File: config.mk
export PLATFORM = sky130hd
export DESIGN_NAME = mci_ctrl
export DESIGN_NICKNAME = d
export VERILOG_FILES = /design/src/mci_pkg.sv /design/src/mci_pulse_if.sv /design/src/mci_ctrl.sv /design/src/mci_pulse.sv
export SDC_FILE = /design/constraint.sdc
export NUM_CORES = 1
export LEC_CHECK = 0
export BUFFER_PORTS_ARGS = -buffer_cell sky130_fd_sc_hd__buf_2
export CORE_MARGIN = 2
export CORE_UTILIZATION = 64
export CTS_CLUSTER_SIZE = 28
export DETAILED_ROUTE_END_ITERATION = 7
export PLACE_DENSITY = 0.87
export SETUP_SLACK_MARGIN = 0.2
export SLEW_MARGIN = 10
export SYNTH_ARGS = -nofsm -noshare
export SYNTH_HDL_FRONTEND = slang
export SYNTH_HIERARCHICAL = 1
export SYNTH_SLANG_ARGS = --single-unit
File: constraint.sdc
create_clock -name i_clk -period 3 [get_ports i_clk]
set_input_delay 0.6 -clock i_clk [delete_from_list [all_inputs] [get_ports i_clk]]
set_output_delay 0.6 -clock i_clk [all_outputs]
set_load 0.01 [all_outputs]
File: src/mci_pkg.sv
package mci_pkg;

	// ------------------------------------------------------------
	// register offsets
	// ------------------------------------------------------------
	localparam logic [7:0] MON_CTRL_OFF = 8'h40;
	localparam logic [7:0] EVT_PRI_OFF = 8'h41;
	localparam logic [7:0] EVT_SEC_OFF = 8'h42;
	localparam logic [7:0] MASK_PRI_OFF = 8'h43;
	localparam logic [7:0] MASK_SEC_OFF = 8'h44;
	localparam logic [7:0] INTR_REL_OFF = 8'h46;

	// ------------------------------------------------------------
	// reset values
	// ------------------------------------------------------------
	localparam logic [7:0] MON_CTRL_RST = 8'h08;
	localparam logic [7:0] EVT_PRI_RST = 8'h00;
	localparam logic [7:0] EVT_SEC_RST = 8'h00;
	localparam logic [7:0] MASK_PRI_RST = 8'h00;
	localparam logic [7:0] MASK_SEC_RST = 8'h00;
	localparam logic [7:0] INTR_REL_RST = 8'h00;

	// ------------------------------------------------------------
	// field positions and valid-bit sets
	// ------------------------------------------------------------
	localparam int unsigned START_BIT = 0;
	localparam int unsigned INT_EN_BIT = 1;
	localparam int unsigned HOLD_BIT = 3;
	localparam int unsigned MRST_BIT = 4;
	localparam int unsigned REL_BIT = 6;
	localparam int unsigned RESTORE_BIT = 7;
	localparam int unsigned REL_MIRROR_BIT = 7;
	localparam int unsigned MRST_EN_BIT = 7;
	localparam int unsigned INTR_EVT_BIT = 4;
	localparam int unsigned UNDER_TEMP_BIT = 7;
	localparam logic [7:0] PRI_EVT_VALID = 8'hDF;
	localparam logic [7:0] SEC_EVT_VALID = 8'h93;
	localparam logic [7:0] SEC_MEAS_BITS = 8'h03;
	localparam logic [7:0] PRI_MASK_VALID = 8'hDF;
	localparam logic [7:0] SEC_MASK_VALID = 8'h13;

	// ------------------------------------------------------------
	// timing
	// ------------------------------------------------------------
	localparam int unsigned PULSE_TIME_MS = 20;
	localparam int unsigned CLK_FREQ_KHZ = 250000;
	localparam int unsigned PULSE_CYCLES = PULSE_TIME_MS * CLK_FREQ_KHZ;
	localparam int unsigned CNT_W = 23;

	typedef enum logic [1:0] {
		P_IDLE = 2'b01,
		P_BUSY = 2'b10
	} mci_pulse_state_type;

endpackage

File: src/mci_pulse_if.sv
`timescale 1ns/1ps
interface mci_pulse_if;
	logic req;
	logic abort;
	logic active;
	logic done;

	modport gen (
		input req,
		input abort,
		output active,
		output done
	);

	modport ctl (
		output req,
		output abort,
		input active,
		input done
	);
endinterface

File: src/mci_ctrl.sv
`timescale 1ns/1ps
// Behaviour
// - start bit runs monitoring, clear means standby
// - clearing start keeps interrupt output asserted
// - start begins scanning; host programs limits first
// - enable bit gates interrupt output
// - hold bit deasserts interrupt, keeps status
// - hold bit halts monitoring until cleared
// - bit 4 gives 20 ms master pulse, self-clears
// - bit 6 gives 20 ms intrusion pulse, self-clears
// - bit 6 and release bit 7 shared
// - bit 7 restores defaults of listed registers
// - restore bit reads back zero
// - control register resets to hold only
// - voltage limit events set status bits
// - temperature event sets primary bit 4
// - tach limit events set bits 6, 7
// - intrusion input high sets secondary bit 4
// - under-temperature flag only in extended mode
// - primary mask bits block interrupt
// - master pulse needs secondary mask bit 7
module mci_ctrl
	import mci_pkg::*;
#(
	parameter int unsigned P_PULSE_CYCLES = PULSE_CYCLES
) (
	input wire logic i_clk, // 250 MHz core clock
	input wire logic i_rst_b, // async reset, active low
	input wire logic [7:0] i_addr, // register index
	input wire logic i_wr_en, // write strobe
	input wire logic [7:0] i_wdata, // write data
	input wire logic i_rd_en, // read strobe
	output logic [7:0] o_rdata, // read data, next cycle
	input wire logic [7:0] i_evt_pri, // primary limit events
	input wire logic [7:0] i_evt_sec, // secondary limit events
	input wire logic i_extended_mode, // extended mode active
	input wire logic i_intrusion_in, // intrusion pin level
	output logic o_intrusion_out, // intrusion pin drive value
	output logic o_intrusion_oe, // intrusion pin drive enable
	input wire logic i_master_rst_in, // master pulse pin level
	output logic o_master_rst_out, // master pulse drive value
	output logic o_master_rst_oe, // master pulse drive enable
	output logic o_int_b, // interrupt, active low
	output logic o_monitor_run, // scanning allowed
	output logic o_restore_defaults // restore pulse to others
);

	// ------------------------------------------------------------
	// helpers
	// ------------------------------------------------------------
	function automatic logic reg_hit(input logic [7:0] a,
		input logic [7:0] off);
		reg_hit = (a == off);
	endfunction

	function automatic logic pending(input logic [7:0] st,
		input logic [7:0] mk, input logic [7:0] vld,
		input logic [7:0] mkv);
		pending = |(st & vld & ~(mk & mkv));
	endfunction

	// ------------------------------------------------------------
	// storage and decode
	// ------------------------------------------------------------
	logic [7:0] cfg_ff, nxt_cfg;
	logic [7:0] evt_pri_ff, nxt_evt_pri;
	logic [7:0] evt_sec_ff, nxt_evt_sec;
	logic [7:0] mask_pri_ff;
	logic [7:0] mask_sec_ff;
	logic [6:0] rel_low_ff;
	logic rel_bit_ff, nxt_rel_bit;
	logic int_b_ff;
	logic [7:0] rdata_ff;
	logic restore_ff;
	logic wr_cfg, wr_mpri, wr_msec, wr_rel;
	logic rd_pri, rd_sec;
	logic restore_hit;
	logic run;
	logic [7:0] set_pri, set_sec;
	logic any_pend;

	mci_pulse_if mrst_if ();
	mci_pulse_if rel_if ();

	assign wr_cfg = i_wr_en && reg_hit(i_addr, MON_CTRL_OFF);
	assign wr_mpri = i_wr_en && reg_hit(i_addr, MASK_PRI_OFF);
	assign wr_msec = i_wr_en && reg_hit(i_addr, MASK_SEC_OFF);
	assign wr_rel = i_wr_en && reg_hit(i_addr, INTR_REL_OFF);
	assign rd_pri = i_rd_en && reg_hit(i_addr, EVT_PRI_OFF);
	assign rd_sec = i_rd_en && reg_hit(i_addr, EVT_SEC_OFF);
	assign restore_hit = wr_cfg && i_wdata[RESTORE_BIT];

	// scanning needs start set and hold clear
	assign run = cfg_ff[START_BIT] && !cfg_ff[HOLD_BIT];
	assign o_monitor_run = run;

	// ------------------------------------------------------------
	// control register
	// ------------------------------------------------------------
	always_comb begin
		nxt_cfg = cfg_ff;
		if (mrst_if.done) begin
			nxt_cfg[MRST_BIT] = 1'b0;
		end
		if (wr_cfg) begin
			nxt_cfg = i_wdata;
			// a zero write cannot cut a pulse short
			nxt_cfg[MRST_BIT] = (cfg_ff[MRST_BIT] && !mrst_if.done)
				|| (i_wdata[MRST_BIT]
				&& mask_sec_ff[MRST_EN_BIT]);
			nxt_cfg[REL_BIT] = 1'b0;
			nxt_cfg[RESTORE_BIT] = 1'b0;
		end
		if (restore_hit) begin
			nxt_cfg = MON_CTRL_RST;
		end
	end

	always_ff @(posedge i_clk or negedge i_rst_b) begin
		if (!i_rst_b) begin
			cfg_ff <= MON_CTRL_RST;
		end else begin
			cfg_ff <= nxt_cfg;
		end
	end

	// ------------------------------------------------------------
	// shared intrusion release bit
	// ------------------------------------------------------------
	always_comb begin
		nxt_rel_bit = rel_bit_ff && !rel_if.done;
		// a new request in the done cycle wins
		if ((wr_cfg && i_wdata[REL_BIT])
			|| (wr_rel && i_wdata[REL_MIRROR_BIT])) begin
			nxt_rel_bit = 1'b1;
		end
		if (restore_hit) begin
			nxt_rel_bit = INTR_REL_RST[REL_MIRROR_BIT];
		end
	end

	always_ff @(posedge i_clk or negedge i_rst_b) begin
		if (!i_rst_b) begin
			rel_bit_ff <= INTR_REL_RST[REL_MIRROR_BIT];
		end else begin
			rel_bit_ff <= nxt_rel_bit;
		end
	end

	always_ff @(posedge i_clk or negedge i_rst_b) begin
		if (!i_rst_b) begin
			rel_low_ff <= INTR_REL_RST[6:0];
		end else if (restore_hit) begin
			rel_low_ff <= INTR_REL_RST[6:0];
		end else if (wr_rel) begin
			rel_low_ff <= i_wdata[6:0];
		end
	end

	// ------------------------------------------------------------
	// mask registers
	// ------------------------------------------------------------
	always_ff @(posedge i_clk or negedge i_rst_b) begin
		if (!i_rst_b) begin
			mask_pri_ff <= MASK_PRI_RST;
			mask_sec_ff <= MASK_SEC_RST;
		end else if (restore_hit) begin
			mask_pri_ff <= MASK_PRI_RST;
			mask_sec_ff <= MASK_SEC_RST;
		end else begin
			if (wr_mpri) begin
				mask_pri_ff <= i_wdata;
			end
			if (wr_msec) begin
				mask_sec_ff <= i_wdata;
			end
		end
	end

	// ------------------------------------------------------------
	// event status, sticky, cleared by reading
	// ------------------------------------------------------------
	// measurement events only count while scanning
	assign set_pri = i_evt_pri & PRI_EVT_VALID
		& {8{run}};

	always_comb begin
		set_sec = i_evt_sec & SEC_MEAS_BITS & {8{run}};
		// intrusion is watched even in standby
		set_sec[INTR_EVT_BIT] = i_intrusion_in;
		set_sec[UNDER_TEMP_BIT] = i_evt_sec[UNDER_TEMP_BIT] && run
			&& i_extended_mode;
	end

	// hold does not touch status contents
	assign nxt_evt_pri = (rd_pri ? EVT_PRI_RST : evt_pri_ff)
		| set_pri;
	assign nxt_evt_sec = (rd_sec ? EVT_SEC_RST : evt_sec_ff)
		| set_sec;

	always_ff @(posedge i_clk or negedge i_rst_b) begin
		if (!i_rst_b) begin
			evt_pri_ff <= EVT_PRI_RST;
			evt_sec_ff <= EVT_SEC_RST;
		end else if (restore_hit) begin
			evt_pri_ff <= EVT_PRI_RST;
			evt_sec_ff <= EVT_SEC_RST;
		end else begin
			evt_pri_ff <= nxt_evt_pri;
			evt_sec_ff <= nxt_evt_sec;
		end
	end

	// ------------------------------------------------------------
	// interrupt output
	// ------------------------------------------------------------
	assign any_pend = pending(evt_pri_ff, mask_pri_ff, PRI_EVT_VALID,
		PRI_MASK_VALID)
		|| pending(evt_sec_ff, mask_sec_ff, SEC_EVT_VALID,
		SEC_MASK_VALID);

	// start is not a term: standby keeps a raised interrupt
	always_ff @(posedge i_clk or negedge i_rst_b) begin
		if (!i_rst_b) begin
			int_b_ff <= 1'b1;
		end else begin
			int_b_ff <= !(cfg_ff[INT_EN_BIT] && !cfg_ff[HOLD_BIT]
				&& any_pend);
		end
	end

	assign o_int_b = int_b_ff;

	// ------------------------------------------------------------
	// pulse generators
	// ------------------------------------------------------------
	assign mrst_if.req = cfg_ff[MRST_BIT] && !mrst_if.active;
	assign mrst_if.abort = restore_hit;
	assign rel_if.req = rel_bit_ff && !rel_if.active;
	assign rel_if.abort = restore_hit;

	mci_pulse #(
		.CYCLES(P_PULSE_CYCLES)
	) u_mrst_pulse (
		.i_clk(i_clk),
		.i_rst_b(i_rst_b),
		.pif(mrst_if)
	);

	mci_pulse #(
		.CYCLES(P_PULSE_CYCLES)
	) u_rel_pulse (
		.i_clk(i_clk),
		.i_rst_b(i_rst_b),
		.pif(rel_if)
	);

	// open-drain: drive low only while the pulse runs
	assign o_master_rst_out = 1'b0;
	assign o_master_rst_oe = mrst_if.active;
	assign o_intrusion_out = 1'b0;
	assign o_intrusion_oe = rel_if.active;

	always_ff @(posedge i_clk or negedge i_rst_b) begin
		if (!i_rst_b) begin
			restore_ff <= 1'b0;
		end else begin
			restore_ff <= restore_hit;
		end
	end

	assign o_restore_defaults = restore_ff;

	// ------------------------------------------------------------
	// read port
	// ------------------------------------------------------------
	always_ff @(posedge i_clk or negedge i_rst_b) begin
		if (!i_rst_b) begin
			rdata_ff <= 8'h00;
		end else if (i_rd_en) begin
			case (i_addr)
				MON_CTRL_OFF: rdata_ff <= {cfg_ff[7], rel_bit_ff,
					cfg_ff[5:0]};
				EVT_PRI_OFF: rdata_ff <= evt_pri_ff;
				EVT_SEC_OFF: rdata_ff <= evt_sec_ff;
				MASK_PRI_OFF: rdata_ff <= mask_pri_ff;
				MASK_SEC_OFF: rdata_ff <= mask_sec_ff;
				INTR_REL_OFF: rdata_ff <= {rel_bit_ff,
					rel_low_ff};
				default: rdata_ff <= 8'h00;
			endcase
		end
	end

	assign o_rdata = rdata_ff;

	// ------------------------------------------------------------
	// checks
	// ------------------------------------------------------------
	a_run_from_start: assert property (
		@(posedge i_clk) disable iff (!i_rst_b)
		(wr_cfg && !restore_hit && i_wdata[START_BIT]
			&& !i_wdata[HOLD_BIT]) |=> o_monitor_run
	) else $error("start write did not begin monitoring");

	a_standby_keeps_int: assert property (
		@(posedge i_clk) disable iff (!i_rst_b)
		(!o_int_b && any_pend && wr_cfg && !restore_hit
			&& !i_wdata[START_BIT] && i_wdata[INT_EN_BIT]
			&& !i_wdata[HOLD_BIT] && cfg_ff[INT_EN_BIT]
			&& !cfg_ff[HOLD_BIT] && !i_rd_en)
			|=> ##1 !o_int_b
	) else $error("clearing start dropped the interrupt");

	a_int_enable_gate: assert property (
		@(posedge i_clk) disable iff (!i_rst_b)
		!cfg_ff[INT_EN_BIT] |=> o_int_b
	) else $error("interrupt driven while disabled");

	a_hold_releases_int: assert property (
		@(posedge i_clk) disable iff (!i_rst_b)
		cfg_ff[HOLD_BIT] |=> o_int_b
	) else $error("interrupt driven while held");

	a_hold_keeps_status: assert property (
		@(posedge i_clk) disable iff (!i_rst_b)
		(wr_cfg && i_wdata[HOLD_BIT] && !restore_hit && !i_rd_en)
			|=> (evt_pri_ff & $past(evt_pri_ff)) == $past(evt_pri_ff)
	) else $error("hold write changed status bits");

	a_hold_stops_scan: assert property (
		@(posedge i_clk) disable iff (!i_rst_b)
		(cfg_ff[HOLD_BIT] && !i_rd_en && !restore_hit)
			|=> evt_pri_ff == $past(evt_pri_ff)
	) else $error("monitoring while held");

	a_mrst_self_clear: assert property (
		@(posedge i_clk) disable iff (!i_rst_b)
		($fell(o_master_rst_oe) && !$past(wr_cfg)) |-> !cfg_ff[MRST_BIT]
	) else $error("master pulse bit stayed set after pulse");

	a_rel_self_clear: assert property (
		@(posedge i_clk) disable iff (!i_rst_b)
		($fell(o_intrusion_oe) && !$past(wr_cfg) && !$past(wr_rel))
			|-> !rel_bit_ff
	) else $error("release bit stayed set after pulse");

	a_rel_mirror_read: assert property (
		@(posedge i_clk) disable iff (!i_rst_b)
		(i_rd_en && i_addr == MON_CTRL_OFF)
			|=> o_rdata[REL_BIT] == $past(rel_bit_ff)
	) else $error("release mirror mismatch");

	a_restore_values: assert property (
		@(posedge i_clk) disable iff (!i_rst_b)
		restore_hit |=> (cfg_ff == MON_CTRL_RST
			&& mask_pri_ff == MASK_PRI_RST && evt_sec_ff == EVT_SEC_RST
			&& !rel_bit_ff && o_restore_defaults)
	) else $error("restore did not reload defaults");

	a_volt_evt_sets: assert property (
		@(posedge i_clk) disable iff (!i_rst_b)
		(i_evt_pri[0] && run && !restore_hit) |=> evt_pri_ff[0]
	) else $error("voltage event lost");

	a_under_temp_ext: assert property (
		@(posedge i_clk) disable iff (!i_rst_b)
		$rose(evt_sec_ff[UNDER_TEMP_BIT]) |-> $past(i_extended_mode)
	) else $error("under-temperature flag outside extended mode");

	a_mask_blocks_int: assert property (
		@(posedge i_clk) disable iff (!i_rst_b)
		!any_pend |=> o_int_b
	) else $error("interrupt with all events masked");

	a_mrst_needs_en: assert property (
		@(posedge i_clk) disable iff (!i_rst_b)
		(!o_master_rst_oe && !cfg_ff[MRST_BIT]
			&& !mask_sec_ff[MRST_EN_BIT]) |=> ##1 !o_master_rst_oe
	) else $error("master pulse without its enable");

	a_int_asserts: assert property (
		@(posedge i_clk) disable iff (!i_rst_b)
		(cfg_ff[INT_EN_BIT] && !cfg_ff[HOLD_BIT] && any_pend)
			|=> !o_int_b
	) else $error("interrupt not asserted");

endmodule // mci_ctrl

File: src/mci_pulse.sv
`timescale 1ns/1ps
module mci_pulse
	import mci_pkg::*;
#(
	parameter int unsigned CYCLES = PULSE_CYCLES
) (
	input wire logic i_clk, // core clock
	input wire logic i_rst_b, // async reset, active low
	mci_pulse_if.gen pif // request and status
);

	mci_pulse_state_type st_ff;
	logic [CNT_W-1:0] cnt_ff;
	logic last;

	assign last = (cnt_ff == CNT_W'(CYCLES - 1));
	assign pif.active = (st_ff == P_BUSY);
	assign pif.done = pif.active && last && !pif.abort;

	always_ff @(posedge i_clk or negedge i_rst_b) begin
		if (!i_rst_b) begin
			st_ff <= P_IDLE;
		end else if (pif.abort) begin
			st_ff <= P_IDLE;
		end else begin
			unique case (st_ff)
				P_IDLE: if (pif.req) st_ff <= P_BUSY;
				P_BUSY: if (last) st_ff <= P_IDLE;
			endcase
		end
	end

	always_ff @(posedge i_clk or negedge i_rst_b) begin
		if (!i_rst_b) begin
			cnt_ff <= '0;
		end else if (pif.abort || st_ff == P_IDLE) begin
			cnt_ff <= '0;
		end else begin
			cnt_ff <= cnt_ff + 1'b1;
		end
	end

	a_pulse_full_len: assert property (
		@(posedge i_clk) disable iff (!i_rst_b)
		(st_ff == P_BUSY && !pif.abort && !last) |=> st_ff == P_BUSY
	) else $error("pulse ended before its full length");

	a_pulse_ends: assert property (
		@(posedge i_clk) disable iff (!i_rst_b)
		(st_ff == P_BUSY && last) |=> st_ff == P_IDLE
	) else $error("pulse outlived its count");

endmodule // mci_pulse

# After elaboration in Yosys (flattened, before gate mapping)
# Index checks and enable logic that the tools add are counted.
dict set report word_totals {
  regBits 108
  input_bits 39
  elab_cells 111
}
dict set report classes {
  add_sub_neg 2
  bitwise 8
  muxes 26
  eq_ne 16
  n_reduce_logical 44
}
# op n
set ops {}
lappend ops {{$mux W8} 10}
lappend ops {{$eq A8 B7 Y1 const B} 6}
lappend ops {{$pmux W8 S6} 1}
lappend ops {{$add A23 B1 Y23 const B} 2}
lappend ops {{$eq A23 B23 Y1 const B} 2}
lappend ops {{$mux W23} 2}
lappend ops {{$and A8 B8 Y8} 3}
lappend ops {{$logic_and A1 B1 Y1} 23}
lappend ops {{$or A8 B8 Y8} 2}
lappend ops {{$reduce_or A8 Y1} 2}
lappend ops {{$mux W7} 2}
lappend ops {{$mux W2} 6}
lappend ops {{$not A5 Y8} 1}
lappend ops {{$not A8 Y8} 1}
lappend ops {{$pmux W2 S2} 2}
lappend ops {{$reduce_bool A2 Y1} 4}
lappend ops {{$and A2 B7 Y7} 1}
lappend ops {{$logic_not A1 Y1} 7}
lappend ops {{$ne A3 B2 Y1 const B} 2}
lappend ops {{$ne A3 B3 Y1 const B} 2}
lappend ops {{$logic_or A1 B1 Y1} 5}
lappend ops {{$eq A2 B1 Y1 const B} 2}
lappend ops {{$eq A2 B2 Y1 const B} 2}
lappend ops {{$reduce_and A2 Y1} 2}
lappend ops {{2 further kinds} 4}

# Depth between registers and ports, before layout
dict set report logic_depth {
  depth_word 10
  ltp_mapped 10
  mapped_depth_nobuf 9
}

# Cells and area by module
# The synthesis kept the hierarchy.
# mod n_inst cells_each area_per_inst_um2
set modules_own_cells {}
lappend modules_own_cells {mci_ctrl 1 260 2655.0}
lappend modules_own_cells {mci_pulse 2 132 1283.7}

# Least setup slack after synthesis
# OpenSTA, ideal clock, no wires.
dict set report synth_path {
  path_type {input to register}
  from {input port i_addr[7]}
  to {register u_mrst_pulse.cnt_ff[10]}
  arrival_time_ps 2524
  slack_ps 344
  cell_stages 8
  setup_ps 132
  cell_sequence {nor4b_4 -> nand4_4 -> nor3_4 -> buf_6 -> or2_2 -> clkbuf_1 -> buf_1 -> nor2_1}
}
dict set report synth_via {
  elab_chain_len 5
}
# element line_no
set synth_lines {}
lappend synth_lines {{from (decl)} mci_ctrl.sv:29} ;# input wire logic [7:0] i_addr,
lappend synth_lines {{$eq A8 B7 Y1} mci_ctrl.sv:53} ;# reg_hit = (a == off);
lappend synth_lines {{$logic_and A1 B1 Y1} mci_ctrl.sv:85} ;# assign wr_cfg = i_wr_en && reg_hit(i_addr, MON_CTRL_OFF);
lappend synth_lines {{$logic_and A1 B1 Y1} mci_ctrl.sv:91} ;# assign restore_hit = wr_cfg && i_wdata[RESTORE_BIT];
lappend synth_lines {{via mrst_if.abort} mci_pulse_if.sv:4} ;# logic abort;
lappend synth_lines {{$logic_or A1 B1 Y1} mci_pulse.sv:36} ;# end else if (pif.abort || st_ff == P_IDLE) begin
lappend synth_lines {{$mux W23} mci_pulse.sv:36}
lappend synth_lines {{to (signal assigned)} mci_pulse.sv:39} ;# cnt_ff <= cnt_ff + 1'b1;
lappend synth_lines {{to (decl)} mci_pulse.sv:13} ;# logic [CNT_W-1:0] cnt_ff;
# The timed path passes the listed nets, and every way through them passes these cells.
# A chain may end at the register's enable or synchronous reset.

# Worst setup path in the final report
dict set report layout_path {
  from {register u_rel_pulse.cnt_ff[0]}
  to {register rel_bit_ff}
}
dict set report layout_via {
  elab_chain_len 7
}
# element line_no
set layout_lines {}
lappend layout_lines {{from (decl)} mci_pulse.sv:13}
lappend layout_lines {{from (signal assigned)} mci_pulse.sv:39}
lappend layout_lines {{$eq A23 B23 Y1} mci_pulse.sv:16} ;# assign last = (cnt_ff == CNT_W'(CYCLES - 1));
lappend layout_lines {{$logic_and A1 B1 Y1 (2 in a row)} mci_pulse.sv:18} ;# assign pif.done = pif.active && last && !pif.abort;
lappend layout_lines {{via rel_if.done} mci_pulse_if.sv:6} ;# logic done;
lappend layout_lines {{$logic_not A1 Y1} mci_ctrl.sv:131} ;# nxt_rel_bit = rel_bit_ff && !rel_if.done;
lappend layout_lines {{$logic_and A1 B1 Y1} mci_ctrl.sv:131}
lappend layout_lines {{$mux W1} mci_ctrl.sv:133} ;# if ((wr_cfg && i_wdata[REL_BIT])
lappend layout_lines {{$mux W1} mci_ctrl.sv:137} ;# if (restore_hit) begin
lappend layout_lines {{via nxt_rel_bit} mci_ctrl.sv:71} ;# logic rel_bit_ff, nxt_rel_bit;
lappend layout_lines {{to (signal assigned)} mci_ctrl.sv:144} ;# rel_bit_ff <= INTR_REL_RST[REL_MIRROR_BIT];
lappend layout_lines {{to (signal assigned)} mci_ctrl.sv:146} ;# rel_bit_ff <= nxt_rel_bit;
lappend layout_lines {{to (decl)} mci_ctrl.sv:71}
# The timed path passes the listed nets, and every way through them passes these cells.

==> qor.csv <==
metric;value;unit
outcome;finished clean;
fin_crit_sh;75.05;%
syn_area_per_cell;9.967;µm²
timing.critical_path.from_type;flip-flop;
power.density;505.8;mW/mm²
largest_net_degree_at_the_start_of_global_routing;102;
layout_min_cycle_time;2.252;ns
gp_congestion;0.9466;
diodes;0;
preCtsSetupSlack;0.4338;ns
routed_vias;4253;
min-delay-path-class;input port to asynchronous set/reset pin;
die_width;94.34;µm
timing.critical_path.arrival;2.53;ns
clk_transition_reported_paths;0.11;ns
wire_length_of_the_first_global_routing_pass;19800;µm
cap_violations;0;
vdd_ir_drop_max;0.2401;mV
detailedPlacementHpwl;8126;µm
tightest_slew;0.7212;ns
max_freq;444.1;MHz
timing.critical_path.slowest_cell_delay;0.44;ns
synthesis.area;0.005223;mm²
critical_path_endpoint_category;flip-flop;
drv_slew;0;
globalRouteOverflowTotal;0;
p_switching;888.3;µW
final.hold.worst_slack;0.2361;ns
drc;0;
wirelength;11970;µm
pwr-share-clk;30.6;%
fp.coreArea;0.007807;mm²
initialDrtViolationCount;319;
final.fill_count;562;
timing.slew.headroom;50.67;%
final_core_utilization;72.87;%
ant_nets;0;
p_int;1989;µW
tritoncts;yes;
yosysSeqAreaShare;48.49;%
rsz0062_at_grt;false;
std_cell_rows;32;
p_leak;0.002462;µW
synthCells;524;
cts_made_buffers;9;
drt_via_density;6.348;
post_route_cells_drive_above_1_share;16.20;%
port-buffer-count;44;
clock_tree_buffer_depth;2;
synth-edff-count;0;
critical_path_peak_fanout;6;
postLayoutSetupSlackWorst;0.7485;ns
ctsHtreeMaxLevel;3;
cpLargestDelayFamily;simple AND/OR/NAND/NOR gates;
pwr-share-seq;57.9;%
die_h;94.34;µm
num_io_pins;54;
number_of_endpoints_with_negative_hold_slack_in_the_final_report;0;
crit_path_frequent_cell;nor2b_1;
postSynth.topFlopCell;dfrtp_1;
combinational_group_share_of_total_power;11.5;%
postSynth.asyncResetShare;100.0;%
die_area;0.008899;mm²
critPathSlowestCell;nor4_1;
initial_antenna_violation_count;0;
dr.pass1.iters;5;
yosys_register_bits;101;
criticalPathCategory;flip-flop to flip-flop;
total_power;2877;µW
cp_cell_sequence;ha_1 -> and2_0 -> nand2_1 -> nor4_1 -> nor2b_1 -> nor2b_1 -> nor2_1 -> o21ai_0 -> nor2b_1;
synthesis.yosys.warnings;6;
area_delta_synth_final;8.936;%
insertion_delay;0.38;ns
final-setup-viol-count;0;
drt-wirelength-per-cell;17.87;µm
timing.critical_path.buf_inv;0;
overall_routing_resource_usage;28.47;%
post_synth_num_cell_types;62;
timing.setup.tns;0;ns
via_count_of_the_first_global_routing_pass;4166;
floorplan.initialDensity;66.89;%
hold_fix_buffers_at_cts;0;
regArea;0.002532;mm²
cts.repair_timing.setup_buffer_count;0;
cp_data_required_time;3.28;ns
multi_input_comb_area;0.002457;mm²
cts.repair.resized;0;
clock_tree.root_cell;clkbuf_8;
clock_sinks;101;
final.setup_skew;0.01643;ns
nets;604;
swShare;30.87;%
state kept, by name, summed over array words and instances, names as in the netlist, 4 cells and up:
| signal | cells |
|---|---|
| mask_sec_ff | 8 |
| cfg_ff | 6 |
| o_rdata | 8 |
| evt_sec_ff | 4 |
| u_rel_pulse/cnt_ff | 23 |
| evt_pri_ff | 7 |
| mask_pri_ff | 8 |
| rel_low_ff | 7 |
| u_mrst_pulse/cnt_ff | 23 |
layer usage:
metal	wire [µm]	share of wire, %	track usage (%)
met3	766	6.4	5.826
met4	316	2.6	11.23
met5	0	0	0
met1	4921	41	37.30
met2	5970	50	46.85
worst paths after layout:
kind	to	slack [ns]	cells past startpoint	start
max	rel_bit_ff	0.75	9	u_rel_pulse/cnt_ff[0]
min	evt_sec_ff[1]	0.24	2	i_rst_b
max reg2reg	rel_bit_ff	0.75	9	u_rel_pulse/cnt_ff[0]
min reg2reg	o_int_b	0.49	1	cfg_ff[1]
max in group asynchronous	o_int_b	2.32	2	i_rst_b
min in group i_clk	evt_sec_ff[4]	0.43	3	i_intrusion_in
cells in the mapped netlist, types with 3 or more instances:
master    instances  area, µm²
nor4_1           10      62.56
nand4_4           4      85.08
a22o_1            4      35.03
nand2_1          33      123.9
xor2_1           10      87.58
o22ai_1           8      50.05
nand2b_1          3      18.77
a221oi_1          3      26.28
o21ai_0          17      85.08
buf_2             3      15.01
nor2_1           70      262.8
and2_1            3      18.77
o31ai_1           4      30.03
or3_1             8      50.05
nor3_1            9      45.04
dfstp_2           4      105.1
or2_2             3      18.77
nor4b_1           4      35.03
dfrtp_1          97       2427
nand4_1          15      93.84
and3_1            4      25.02
and3b_1           3      26.28
nand3_1          16      80.08
a21oi_1          16      80.08
clkbuf_1         11      41.29
nor2b_1          21      131.4
buf_6             7      78.83
a22oi_1          11      82.58
or4_1             8      60.06
xnor2_1          14      122.6
inv_1            21      78.83
o211ai_1          4      30.03
mux2i_1          30      300.3
cell usage in the layout, fill, tap and decap left out, types with 4 or more instances in the layout:
cell type,n
xnor2_1,14
o21ai_0,17
dfrtp_1,97
nor3_1,9
a22o_1,4
a22oi_1,11
and3_1,4
nor2_1,70
buf_4,8
nand2_1,33
nor2b_1,21
a21oi_1,16
nand4_4,4
o31ai_1,4
o22ai_1,8
o211ai_1,4
inv_1,21
nand3_1,16
or4_1,8
clkbuf_8,10
dfstp_2,4
buf_2,43
xor2_1,10
or3_1,8
nand4_1,15
nor4b_1,4
mux2i_1,30
nor4_1,10
metrics by stage:
stage	cell area (µm²)	cells
5_1_grt	5689	670
3_3_place_gp	5492	654
3_5_place_dp	5492	654
2_1_floorplan	5226	525
4_1_cts	5689	670
6_report	5689	670
logic make-up (layout without fill, tap and decap cells):
logic type	Yosys count	count (layout)	synth area share [%]
mux	31	31	6.181
compound gates	84	84	10.71
flops	101	101	48.49
simple gates	235	235	25.52
fa+ha+maj	2	2	0.4791
buf+inv	46	89	4.528
xor+xnor	24	24	4.025
other cells	1	2	0.07180
power by group through the flow:
stage          clock [µW]  sequential (µW)  combinational [µW]
2_1_floorplan           0             1650                 222
3_3_place_gp            0             1670                 305
3_5_place_dp            0             1680                 327
4_1_cts               887             1660                 333
5_1_grt               952             1690                 371
6_report              879             1670                 332
final cells by class:
type,count,share of cell area (%)
Tap cell,102,2.243
Inverter,21,1.386
Sequential cell,101,44.51
Clock inverter,6,1.056
Clock buffer,10,2.419
Multi-Input combinational cell,378,43.19
Timing Repair Buffer,52,5.190
Note: power is estimated with default switching activity, not from simulation.
